**src/dps_pkg.sv**
```systemverilog
// Purpose: shared constants and types for the quad pot serial access block
// Assumes: 10 MHz system clock; serial link sampled, not used as a clock
// Notes: instruction byte is opcode in upper three bits, address in lower five
package dps_pkg;

  // system clock and non-volatile write timing
  localparam int unsigned CLK_HZ = 10_000_000;
  localparam int unsigned NV_WRITE_MS = 20;
  localparam int unsigned NV_WRITE_CYCLES = (NV_WRITE_MS * CLK_HZ) / 1000;

  // frame geometry
  localparam int unsigned WORD_BITS = 16;
  localparam logic [3:0] BIT_CNT_LAST = 4'hF;
  localparam logic [3:0] BIT_CNT_ZERO = 4'h0;

  // opcodes
  localparam logic [2:0] OP_NOP = 3'h0;
  localparam logic [2:0] OP_ACR_RD = 3'h1;
  localparam logic [2:0] OP_ACR_WR = 3'h3;
  localparam logic [2:0] OP_REG_RD = 3'h4;
  localparam logic [2:0] OP_REG_WR = 3'h6;

  // register addresses
  localparam logic [4:0] ADDR_WIPER_LAST = 5'h03;
  localparam logic [4:0] ADDR_GP_FIRST = 5'h04;
  localparam logic [4:0] ADDR_GP_LAST = 5'h0E;
  localparam logic [4:0] ADDR_ACR = 5'h10;

  // access control field positions
  localparam int unsigned ACR_VOL_BIT = 7;
  localparam int unsigned ACR_SHDN_BIT = 6;
  localparam int unsigned ACR_WIP_BIT = 5;
  localparam int unsigned ACR_OD_BIT = 1;

  // reset values
  localparam logic ACR_VOL_RST = 1'b0;
  localparam logic ACR_SHDN_RST = 1'b1;
  localparam logic ACR_OD_RST = 1'b0;
  localparam logic [7:0] POWER_UP_RST = 8'h80;
  localparam logic [7:0] GP_RST = 8'h00;
  localparam logic [7:0] READ_ZERO = 8'h00;

  // storage sizes
  localparam int unsigned NUM_CHANNELS = 4;
  localparam int unsigned NV_WORDS = 15;

  typedef struct packed {
    logic [2:0] op;
    logic [4:0] addr;
  } dps_instr_t;

  typedef struct packed {
    dps_instr_t instr;
    logic [7:0] data;
  } dps_word_t;

  typedef logic [NUM_CHANNELS-1:0][7:0] dps_wipers_t;

endpackage : dps_pkg

```
**src/dps_nv_timer.sv**
```systemverilog
// Purpose: busy timer standing in for the non-volatile write cycle
// Assumes: start is a one-cycle pulse from the clk domain
// Notes: busy rises the cycle after start and holds for CYCLES cycles
`timescale 1ns/1ps
module dps_nv_timer #(
  parameter int unsigned CYCLES = dps_pkg::NV_WRITE_CYCLES
) (
  input wire logic clk, // system clock
  input wire logic rstn, // async reset, active low
  input wire logic start, // begin a write cycle
  output logic busy // write cycle running
);
  localparam int unsigned CW = $clog2(CYCLES + 1);
  localparam logic [CW-1:0] CNT_LOAD = CW'(CYCLES);
  localparam logic [CW-1:0] CNT_ONE = CW'(1);

  logic [CW-1:0] cnt_q;
  logic [CW-1:0] cnt_d;

  // load on start, count down to idle
  always_comb begin
    cnt_d = cnt_q;
    if (start) begin
      cnt_d = CNT_LOAD;
    end else if (busy) begin
      cnt_d = cnt_q - CNT_ONE;
    end
  end

  always_ff @(posedge clk or negedge rstn) begin
    if (!rstn) begin
      cnt_q <= '0;
    end else begin
      cnt_q <= cnt_d;
    end
  end

  assign busy = (cnt_q != '0);
endmodule : dps_nv_timer

```
**src/dps_pin_sync.sv**
```systemverilog
// Purpose: two-flop synchroniser with edge detection for one pin
// Assumes: pin is asynchronous to clk
// Notes: edges are taken between the second and third flops only
`timescale 1ns/1ps
module dps_pin_sync #(
  parameter logic RST_VAL = 1'b0
) (
  input wire logic clk, // system clock
  input wire logic rstn, // async reset, active low
  input wire logic pin, // raw pin level
  output logic level, // synchronised level
  output logic rise, // one-cycle pulse on rising edge
  output logic fall // one-cycle pulse on falling edge
);
  logic meta_q;
  logic sync_q;
  logic last_q;

  // sync chain plus one history flop
  always_ff @(posedge clk or negedge rstn) begin
    if (!rstn) begin
      meta_q <= RST_VAL;
      sync_q <= RST_VAL;
      last_q <= RST_VAL;
    end else begin
      meta_q <= pin;
      sync_q <= meta_q;
      last_q <= sync_q;
    end
  end

  // edge pulses from settled flops
  assign level = sync_q;
  assign rise = sync_q & ~last_q;
  assign fall = ~sync_q & last_q;
endmodule : dps_pin_sync

```
**src/dps_spi_pot.sv**
```systemverilog
// Purpose: serial slave and register file of a quad digital potentiometer
// Assumes: link pins are asynchronous and sampled by the 10 MHz clock
// Notes: data output is a 16-bit delay of the input; instructions act at frame end
//   frames that are not a whole number of pairs execute nothing
//   the link pins pass two flops before use, so sck needs three clocks per phase
//   refused accesses leave every register as it was
//   wiper and power-up words share addresses; volatile select picks one for reads, and a write with it clear sets both
//   the access control byte is volatile and resets to shutdown off
`timescale 1ns/1ps
module dps_spi_pot #(
  parameter int unsigned NV_CYCLES = dps_pkg::NV_WRITE_CYCLES
) (
  input wire logic clk, // system clock
  input wire logic rstn, // async reset, active low
  input wire logic cs_n, // chip select pin, active low
  input wire logic sck, // serial clock pin
  input wire logic sdi, // serial data in pin
  output logic sdo_o, // serial data out level
  output logic sdo_oe, // serial data out enable
  output dps_pkg::dps_wipers_t wiper_pos, // wiper positions, channel 0 low
  output logic shutdown_n, // low puts all channels in shutdown
  output logic write_in_progress // non-volatile write running
);
  import dps_pkg::*;

  // synced pin levels and edge pulses
  logic cs_n_s;
  logic cs_rise;
  logic cs_fall;
  logic sck_rise;
  logic sck_fall;
  logic sdi_s;
  logic busy;
  logic nv_start;
  logic frame_on;

  // shift and framing state
  // count wraps every pair; full marks at least one whole pair
  dps_word_t sr_q;
  dps_word_t sr_d;
  logic [3:0] cnt_q;
  logic [3:0] cnt_d;
  logic full_q;
  logic full_d;
  logic sdo_q;
  logic sdo_d;

  // access control state
  // bit five is not stored: it is the timer's busy level
  logic vol_q;
  logic vol_d;
  logic shdn_q;
  logic shdn_d;
  logic od_q;
  logic od_d;

  // register storage
  // words 0 to 3 are power-up values, 4 to 14 general purpose
  // wipers are volatile and track the power-up words after reset
  dps_wipers_t wiper_q;
  dps_wipers_t wiper_d;
  logic [7:0] nv_q [0:NV_WORDS-1];
  logic [7:0] nv_d [0:NV_WORDS-1];

  // access control byte as read back
  // unused bits read as zero
  function automatic logic [7:0] acr_byte(input logic volatile_select, input logic shdn, input logic write_in_progress_flag, input logic od);
    logic [7:0] b;
    b = READ_ZERO;
    b[ACR_VOL_BIT] = volatile_select;
    b[ACR_SHDN_BIT] = shdn;
    b[ACR_WIP_BIT] = write_in_progress_flag;
    b[ACR_OD_BIT] = od;
    return b;
  endfunction : acr_byte

  // address falls in the general purpose range
  // the reserved word above the range falls outside
  function automatic logic is_gp(input logic [4:0] addr);
    return (addr >= ADDR_GP_FIRST) && (addr <= ADDR_GP_LAST);
  endfunction : is_gp

  // address selects the access control register
  function automatic logic is_acr(input logic [4:0] addr);
    return addr == ADDR_ACR;
  endfunction : is_acr

  // address selects a wiper or power-up value pair
  function automatic logic is_wiper(input logic [4:0] addr);
    return addr <= ADDR_WIPER_LAST;
  endfunction : is_wiper

  // pin synchronisers
  // select idles high so reset does not fake a frame start
  // clock and data idle low in mode 0
  // edges come out two clocks late, which sets the
  // shortest serial clock phase the block accepts
  // data is sampled from the second flop only
  // no logic reads the first flop of any chain
  dps_pin_sync #(.RST_VAL(1'b1)) u_cs_sync (
    .clk(clk),
    .rstn(rstn),
    .pin(cs_n),
    .level(cs_n_s),
    .rise(cs_rise),
    .fall(cs_fall)
  );

  dps_pin_sync #(.RST_VAL(1'b0)) u_sck_sync (
    .clk(clk),
    .rstn(rstn),
    .pin(sck),
    .level(),
    .rise(sck_rise),
    .fall(sck_fall)
  );

  dps_pin_sync #(.RST_VAL(1'b0)) u_sdi_sync (
    .clk(clk),
    .rstn(rstn),
    .pin(sdi),
    .level(sdi_s),
    .rise(),
    .fall()
  );

  // non-volatile write cycle timer
  // started only by a frame end that stores a byte
  // while it runs, only the access control byte may be read
  // the busy level doubles as the flag read back in bit five
  // a new start while busy reloads the count, though writes are refused then
  dps_nv_timer #(.CYCLES(NV_CYCLES)) u_nv_timer (
    .clk(clk),
    .rstn(rstn),
    .start(nv_start),
    .busy(busy)
  );

  // frame is open while the synced select is low
  assign frame_on = ~cs_n_s;

  // shifting, framing and instruction execution
  // a frame start clears the bit count and puts out the oldest held bit
  // each rising serial edge shifts one bit in, msb first
  // each falling serial edge moves the output to the next held bit
  // so the output trails the input by exactly one pair
  // a frame end with a whole number of pairs executes the pair
  // that arrived last; in a chain that is this device's own pair
  // a frame end with a partial pair leaves the held bits as they are
  // reads only load the answer into the data byte of the held pair,
  // which the next frame then shifts out behind the echoed instruction
  // refused reads leave the dummy byte in place
  // refused writes change nothing
  // only one event is acted on per clock; the select edges win
  // the select edge and a serial edge never fall in one clock
  //   when the host keeps its setup and hold around the select
  // an access control write takes bits seven, six and one
  // a power-up value write also moves the wiper
  always_comb begin
    sr_d = sr_q;
    cnt_d = cnt_q;
    full_d = full_q;
    sdo_d = sdo_q;
    vol_d = vol_q;
    shdn_d = shdn_q;
    od_d = od_q;
    wiper_d = wiper_q;
    nv_d = nv_q;
    nv_start = 1'b0;
    if (cs_fall) begin
      // new frame: first bit out is the oldest held bit
      cnt_d = BIT_CNT_ZERO;
      full_d = 1'b0;
      sdo_d = sr_q[WORD_BITS-1];
    end else if (frame_on && sck_rise) begin
      // sample on rising edge, msb first
      sr_d = {sr_q[WORD_BITS-2:0], sdi_s};
      cnt_d = cnt_q + 4'h1;
      if (cnt_q == BIT_CNT_LAST) begin
        full_d = 1'b1;
      end
    end else if (frame_on && sck_fall) begin
      // change output on falling edge, 16 bits behind input
      sdo_d = sr_q[WORD_BITS-1];
    end else if (cs_rise && full_q && (cnt_q == BIT_CNT_ZERO)) begin
      // last whole pair held is this device's instruction
      unique case (sr_q.instr.op)
        OP_ACR_RD: begin
          sr_d.data = acr_byte(vol_q, shdn_q, busy, od_q);
        end
        OP_ACR_WR: begin
          if (!busy) begin
            vol_d = sr_q.data[ACR_VOL_BIT];
            shdn_d = sr_q.data[ACR_SHDN_BIT];
            od_d = sr_q.data[ACR_OD_BIT];
          end
        end
        OP_REG_RD: begin
          // echoed instruction stays in the upper byte
          // reserved and unmapped addresses answer zero
          if (is_acr(sr_q.instr.addr)) begin
            sr_d.data = acr_byte(vol_q, shdn_q, busy, od_q);
          end else if (busy) begin
            sr_d.data = sr_q.data;
          end else if (is_wiper(sr_q.instr.addr)) begin
            if (vol_q) begin
              sr_d.data = wiper_q[sr_q.instr.addr[1:0]];
            end else begin
              sr_d.data = nv_q[sr_q.instr.addr[3:0]];
            end
          end else if (is_gp(sr_q.instr.addr) && !vol_q) begin
            sr_d.data = nv_q[sr_q.instr.addr[3:0]];
          end else begin
            sr_d.data = READ_ZERO;
          end
        end
        OP_REG_WR: begin
          if (!busy) begin
            if (is_acr(sr_q.instr.addr)) begin
              vol_d = sr_q.data[ACR_VOL_BIT];
              shdn_d = sr_q.data[ACR_SHDN_BIT];
              od_d = sr_q.data[ACR_OD_BIT];
            end else if (is_wiper(sr_q.instr.addr)) begin
              wiper_d[sr_q.instr.addr[1:0]] = sr_q.data;
              if (!vol_q) begin
                nv_d[sr_q.instr.addr[3:0]] = sr_q.data;
                nv_start = 1'b1;
              end
            end else if (is_gp(sr_q.instr.addr) && !vol_q) begin
              nv_d[sr_q.instr.addr[3:0]] = sr_q.data;
              nv_start = 1'b1;
            end
          end
        end
        default: begin
          // no-op and undefined opcodes do nothing
        end
      endcase
    end
  end

  // state registers
  // every register resets to its power-up value
  // general purpose words reset to zero, power-up words to mid scale
  // the data output rests low until a frame starts
  always_ff @(posedge clk or negedge rstn) begin
    if (!rstn) begin
      sr_q <= '0;
      cnt_q <= BIT_CNT_ZERO;
      full_q <= 1'b0;
      sdo_q <= 1'b0;
      vol_q <= ACR_VOL_RST;
      shdn_q <= ACR_SHDN_RST;
      od_q <= ACR_OD_RST;
      wiper_q <= {NUM_CHANNELS{POWER_UP_RST}};
      for (int i = 0; i < NV_WORDS; i++) begin
        nv_q[i] <= (i < NUM_CHANNELS) ? POWER_UP_RST : GP_RST;
      end
    end else begin
      sr_q <= sr_d;
      cnt_q <= cnt_d;
      full_q <= full_d;
      sdo_q <= sdo_d;
      vol_q <= vol_d;
      shdn_q <= shdn_d;
      od_q <= od_d;
      wiper_q <= wiper_d;
      nv_q <= nv_d;
    end
  end

  // output pin: push-pull or open drain while selected
  // open drain drives only the low level and lets the pull-up give the high
  // push-pull drives both levels while the frame is open
  // the pin is released whenever the select is seen high
  assign sdo_o = sdo_q & ~od_q;
  assign sdo_oe = frame_on & (~od_q | ~sdo_q);

  // block outputs
  // wipers follow their registers; shutdown and busy are levels
  assign wiper_pos = wiper_q;
  assign shutdown_n = shdn_q;
  assign write_in_progress = busy;
endmodule : dps_spi_pot

```
**config.mk**
```make
export PLATFORM = sky130hd
export DESIGN_NAME = dps_spi_pot
export DESIGN_NICKNAME = d
export VERILOG_FILES = /design/src/dps_pkg.sv /design/src/dps_nv_timer.sv /design/src/dps_pin_sync.sv /design/src/dps_spi_pot.sv
export SDC_FILE = /design/constraint.sdc
export NUM_CORES = 1
export LEC_CHECK = 0
export BUFFER_PORTS_ARGS = -buffer_cell sky130_fd_sc_hd__buf_2
export CORE_UTILIZATION = 55
export DETAILED_ROUTE_END_ITERATION = 7
export HOLD_SLACK_MARGIN = 0.08
export PLACE_DENSITY = 0.82
export SETUP_SLACK_MARGIN = 0.5
export SYNTH_ARGS = -nofsm -noshare
export SYNTH_HDL_FRONTEND = slang
export SYNTH_HIERARCHICAL = 1
export SYNTH_SLANG_ARGS = --single-unit
```
**constraint.sdc**
```tcl
create_clock -name clk -period 4.3 [get_ports clk]
set_input_delay 0.43 -clock clk [delete_from_list [all_inputs] [get_ports clk]]
set_output_delay 0.43 -clock clk [all_outputs]
set_load 0.02 [all_outputs]
```
=== Word level (Yosys, flattened, before mapping) ===
Index checks and enable logic that the tools add are counted.

* Order comparisons: 7
* $add $sub $neg: 2
* Reductions and logical operators: 26
* Bitwise logic cells: 19
* Muxes and demuxes: 55
* Equality and inequality tests: 13

{| class="wikitable"
|+ Operator list
! operator !! count
|-
| two-way mux 120 bit || 3
|-
| bitwise mux 120 bit || 1
|-
| two-way mux 8 bit || 13
|-
| two-way mux 18 bit || 2
|-
| binary-select mux 8 bit (select 4 bit) || 1
|-
| bitwise mux 32 bit || 1
|-
| demux 8 bit (select 4 bit) || 1
|-
| two-way mux 1 bit || 25
|-
| nonzero test 18 bit || 1
|-
| subtractor 18 x 1 -> 18 bit (second input constant) || 1
|-
| binary-select mux 8 bit (select 2 bit) || 1
|-
| demux 8 bit (select 2 bit) || 1
|-
| one-hot mux 8 bit (2 select lines) || 1
|-
| AND reduction 8 bit || 2
|-
| nonzero test 2 bit || 7
|-
| != test 2 bit (second input constant) || 6
|-
| inverter 1 bit || 11
|-
| AND reduction 9 bit || 1
|-
| logical AND 1 bit || 8
|-
| two-way mux 4 bit || 2
|-
| bitwise AND 1 bit || 6
|-
| == test 3 bit (second input constant) || 2
|-
| one-hot mux 1 bit (2 select lines) || 3
|-
| AND reduction 2 bit || 3
|-
| other kinds (19) || 19
|}

* Output and inout port bits: 36
* Register bits: 203
* Input port bits: 5
* Logic and storage cells: 159

=== Depth between registers and ports, before layout ===
* Depth in word-level cells: 13
* Depth in mapped cells: 13
* Mapped depth without buffers: 12

=== Modules after synthesis ===
Netlist, hierarchy kept.

{| class="wikitable"
|+ Modules (own cells, without submodules)
! module !! sequential area each (µm²) !! cells each !! area each (µm²) !! times used
|-
| dps_spi_pot || 4440.5 || 602 || 8519.4 || 1
|-
| dps_nv_timer || 450.4 || 118 || 1082.3 || 1
|-
| dps_pin_sync (u_sck_sync ...) || 75.1 || 5 || 90.1 || 2
|-
| dps_pin_sync (u_cs_sync) || 78.8 || 5 || 93.8 || 1
|}

=== Worst setup path before layout ===
Ideal clock, no wire load.

* Path type: register -> register
* Start point: register u_nv_timer.cnt_q[9]
* End point: register nv_q[80] in the netlist's numbering
* Slack: 1.018 ns
* Required time: 4.175 ns
* Stages on the path, launching flop included: 10
* Buffers on the path: 2
* Arrival: 3.157 ns
* Period minus slack after synthesis: 3.282 ns
* Path through: dfrtp_1 -> or4_4 -> nor4_2 -> buf_2 -> nand2_1 -> nor3b_1 -> nand4b_2 -> or4_1 -> buf_6 -> mux2_4

* Cells in the longest elaborated chain, start to end: 3

{| class="wikitable"
|+ Ends and longest elaborated chain
! item !! RTL line !! source
|-
| from (decl) || dps_nv_timer.sv:17 || <nowiki>logic [CW-1:0] cnt_q;</nowiki>
|-
| from (signal assigned) || dps_nv_timer.sv:34 || <nowiki>cnt_q <= cnt_d;</nowiki>
|-
| nonzero test 18 bit || dps_nv_timer.sv:38 || <nowiki>assign busy = (cnt_q != '0);</nowiki>
|-
| named net write_in_progress || dps_spi_pot.sv:22 || <nowiki>output logic write_in_progress</nowiki>
|-
| inverter 1 bit (no line) || n/a ||
|-
| AND reduction 9 bit (no line) || n/a ||
|-
| to (signal, indexed assignment) || dps_spi_pot.sv:257 || <nowiki>nv_q[i] <= (i < NUM_CHANNELS) ? POWER_UP_RST : GP_RST;</nowiki>
|-
| to (signal assigned) || dps_spi_pot.sv:268 || <nowiki>nv_q <= nv_d;</nowiki>
|-
| to (decl) || dps_spi_pot.sv:62 || <nowiki>logic [7:0] nv_q [0:NV_WORDS-1];</nowiki>
|}

The timed path passes the listed nets, and every way through them passes these cells.
A chain may end at the register's enable or synchronous reset.

=== Worst setup path after layout ===
* Start point: register u_nv_timer.cnt_q[0]
* End point: register wiper_q, in the netlist wiper_pos[9]

* Cells in the longest elaborated chain, start to end: 3

{| class="wikitable"
|+ Ends and longest elaborated chain
! item !! RTL line !! source
|-
| nonzero test 18 bit || dps_nv_timer.sv:38 ||
|-
| inverter 1 bit (no line) || n/a ||
|-
| AND reduction 8 bit (no line) || n/a ||
|-
| to (signal assigned) || dps_spi_pot.sv:255 || <nowiki>wiper_q <= {NUM_CHANNELS{POWER_UP_RST}};</nowiki>
|-
| to (signal assigned) || dps_spi_pot.sv:267 || <nowiki>wiper_q <= wiper_d;</nowiki>
|-
| to (decl) || dps_spi_pot.sv:60 || <nowiki>dps_wipers_t wiper_q;</nowiki>
|}

No other way between the ends.

==> results.md <==
* R2R Setup Slk at between 700 and 800 ps
* Worst flop-to-flop path startpoint: u_nv_timer/cnt_q[0]
* Post-DP Area at 10,200 um2
* Die H at 136 um
* Wirelength, routed at 22,900 um
* Most common cell after layout, fill and taps aside: dfrtp_1
* Vias at 6,523
* Clk Latency, worst-skew pair at 510 ps
* DP Wirelength at 14,900 um
* Fill cells at 1,250
* Final period util at 82.4%
* Worst EP arrival at 3940 ps
* N_diodes at 0
* Unrepaired setup endpoints after global routing: no
* Hold WS at 109 ps
* Initial core utilization at 56.7%
* PwrDens at 377 nW/um2
* Layout Area Growth over Synthesis at 10.8%
* Most frequent cells in the layout: 189 x dfrtp_1, 158 x mux2_2, 40 x nand2_1
* Design Area, Final at 10,900 um2
* Post-route ant nets at 0
* Initial antenna violation count at 0
* Worst R2R Path Depth at 9
* # nets final at between 700 and 800
* Maximum clock frequency at roughly 280 MHz
* Skew final at 19.1 ps
* Yosys warns at 6
* Synth Cell Area at 9840 um2
* Drt pass-1 iters at 5
* Crit Path Category: reg -> reg
* Worst-path maximum fanout at 8
* Syn Nets at 740
* Vias in the first global route at 6,841
* Pins Over Slew Limit at 0
* Grt total ovfl at 0
* Root Buffer: clkbuf_16
* Vias per cell at 6.54
* Final hold viol count at 0
* Fin cells at 998
* Fin Setup TNS at 0 ps
* First-pass GRT wire length at around 37,000 um
* Global placer's final weighted congestion at 0.900
* Post-route DRC at 0
* Slowest stage cell, crit path: nor2_2
* Port buffer count at 40
* Die X at 136 um
* CP Capture Type: register
* Slew of the pin with the lowest slew margin at 1330 ps
* Static leakage at 5.29 nW
* Num CTS Buffers at 21
* Core footprint at 17,400 um2
* Row count at 48
* GRT Resource Usage Total at about a quarter
* Run status: completed
* TritonCTS clock tree: built
* Post-Synthesis Cells at 732
* Worst Setup Start Kind: register
* Worst EP required at 4690 ps
* Crit path buffers/inverters at 1
* CTS H-tree lvls at 1
* Placed Cells at between 900 and 1,000
* Fin crit period at 3540 ps
* Hold Path Class: in -> async
* Critical path's largest stage delay at 640 ps
* Max cap viols at 0
* I/O pin cnt at 41
* Slew HR at 11.1%
* WL/cell at around 23 um
* Final setup vio count at 0
* 1st-iter DRT viols at 447
* Clk buf depth at 3
* Peak supply drop at 0.284 mV
* Clk pin slew, worst setup/hold paths at approximately 60 ps
* Die area at about 18,000 um2
* Crit path max-delay family: simple AND/OR/NAND/NOR gates
* Largest net degree at the start of global routing at 140
* Syn Area/Cell at 13.4 um2
* Critical-path cell list: inv_1 > ha_1 > or3b_4 > nor3_1 > nand2_1 > nor3b_2 > nand4_1 > nor2_2 > mux2_2
* FF-to-FF End: wiper_pos[9]
* CTS sink cnt at between 200 and 250
* Layout cells sized above 1 at 42.6%
-- layout make-up --
| cell class | count | area, um2 | share of cell area (%) |
|---|---|---|---|
| Clock buffer | 28 | 582 | 5.34 |
| Tap cell | 225 | 282 | 2.58 |
| Sequential cell | 203 | 5100 | 46.8 |
| Inverter | 15 | 56.3 | 0.517 |
| Timing Repair Buffer | 52 | 319 | 2.93 |
| Clock inverter | 10 | 83.8 | 0.769 |
| Multi-Input combinational cell | 465 | 4480 | 41.1 |
-- worst max-delay path by stage --
| stage | slack, ps | to | depth (start not counted) | start |
|---|---|---|---|---|
| floorplan | 1020 | nv_q[80] | 9 | u_nv_timer/cnt_q[9] |
| global placement | 750 | nv_q[80] | 9 | u_nv_timer/cnt_q[0] |
| detailed placement | 490 | nv_q[81] | 9 | u_nv_timer/cnt_q[0] |
| CTS | 500 | nv_q[101] | 11 | u_nv_timer/cnt_q[0] |
| global route | 570 | nv_q[43] | 10 | u_nv_timer/cnt_q[0] |
| finish | 760 | wiper_pos[9] | 9 | u_nv_timer/cnt_q[0] |
-- what timing repair did --
action                                  in CTS  in global routing
pin swaps                                    0                  1
endpoints found under the setup margin       2                 91
hold endpoints to repair                     3                  0
gates resized for setup                      1                  5
cloned                                       0                  0
setup buffers                                0                  1
hold buffers                                 3                  0
-- worst reg2reg max path, cell delays in order (launching register included) --
cell	delay [ps]
dfrtp_1	430
inv_1	80
ha_1	160
or3b_4	430
nor3_1	270
nand2_1	230
nor3b_2	390
nand4_1	400
nor2_2	640
mux2_2	410
-- report_power, final --
part / leakage, nW / total, mW / switching, mW / internal, mW
Clock: 0.327 / 1.77 / 0.753 / 1.02
Combinational: 2.19 / 0.316 / 0.196 / 0.121
Sequential: 2.77 / 2.02 / 0.0847 / 1.93
-- stage by stage --
stage               setup slack [ps]  power [mW]  utilization, %
global route                     573        4.22            62.8
finish                           756        4.10            62.8
detailed placement               495        2.36            58.5
floorplan                       1020        2.24               -
global placement                 748        2.34            58.5
CTS                              504        4.11            62.6
-- registers in the layout, indices dropped and copies added, names as in the netlist --
name and flops:
sr_q 16, u_cs_sync/last_q 1, u_nv_timer/cnt_q 18, u_sdi_sync/level 1, full_q 1, u_cs_sync/meta_q 1, nv_q 120, u_cs_sync/level 1
wiper_pos 32, sdo_q 1, u_sck_sync/level 1, u_sck_sync/last_q 1, od_q 1, u_sck_sync/meta_q 1, shutdown_n 1, vol_q 1
u_sdi_sync/meta_q 1, cnt_q 4
-- layer usage --
metal | part of all wire (%) | GRT usage, %
met4 | 3.7 | 11.3
met1 | 41 | 34.6
met5 | 0 | 0
met2 | 49 | 42.5
met3 | 6.2 | 4.53
Note: power is estimated with default switching activity, not from simulation.
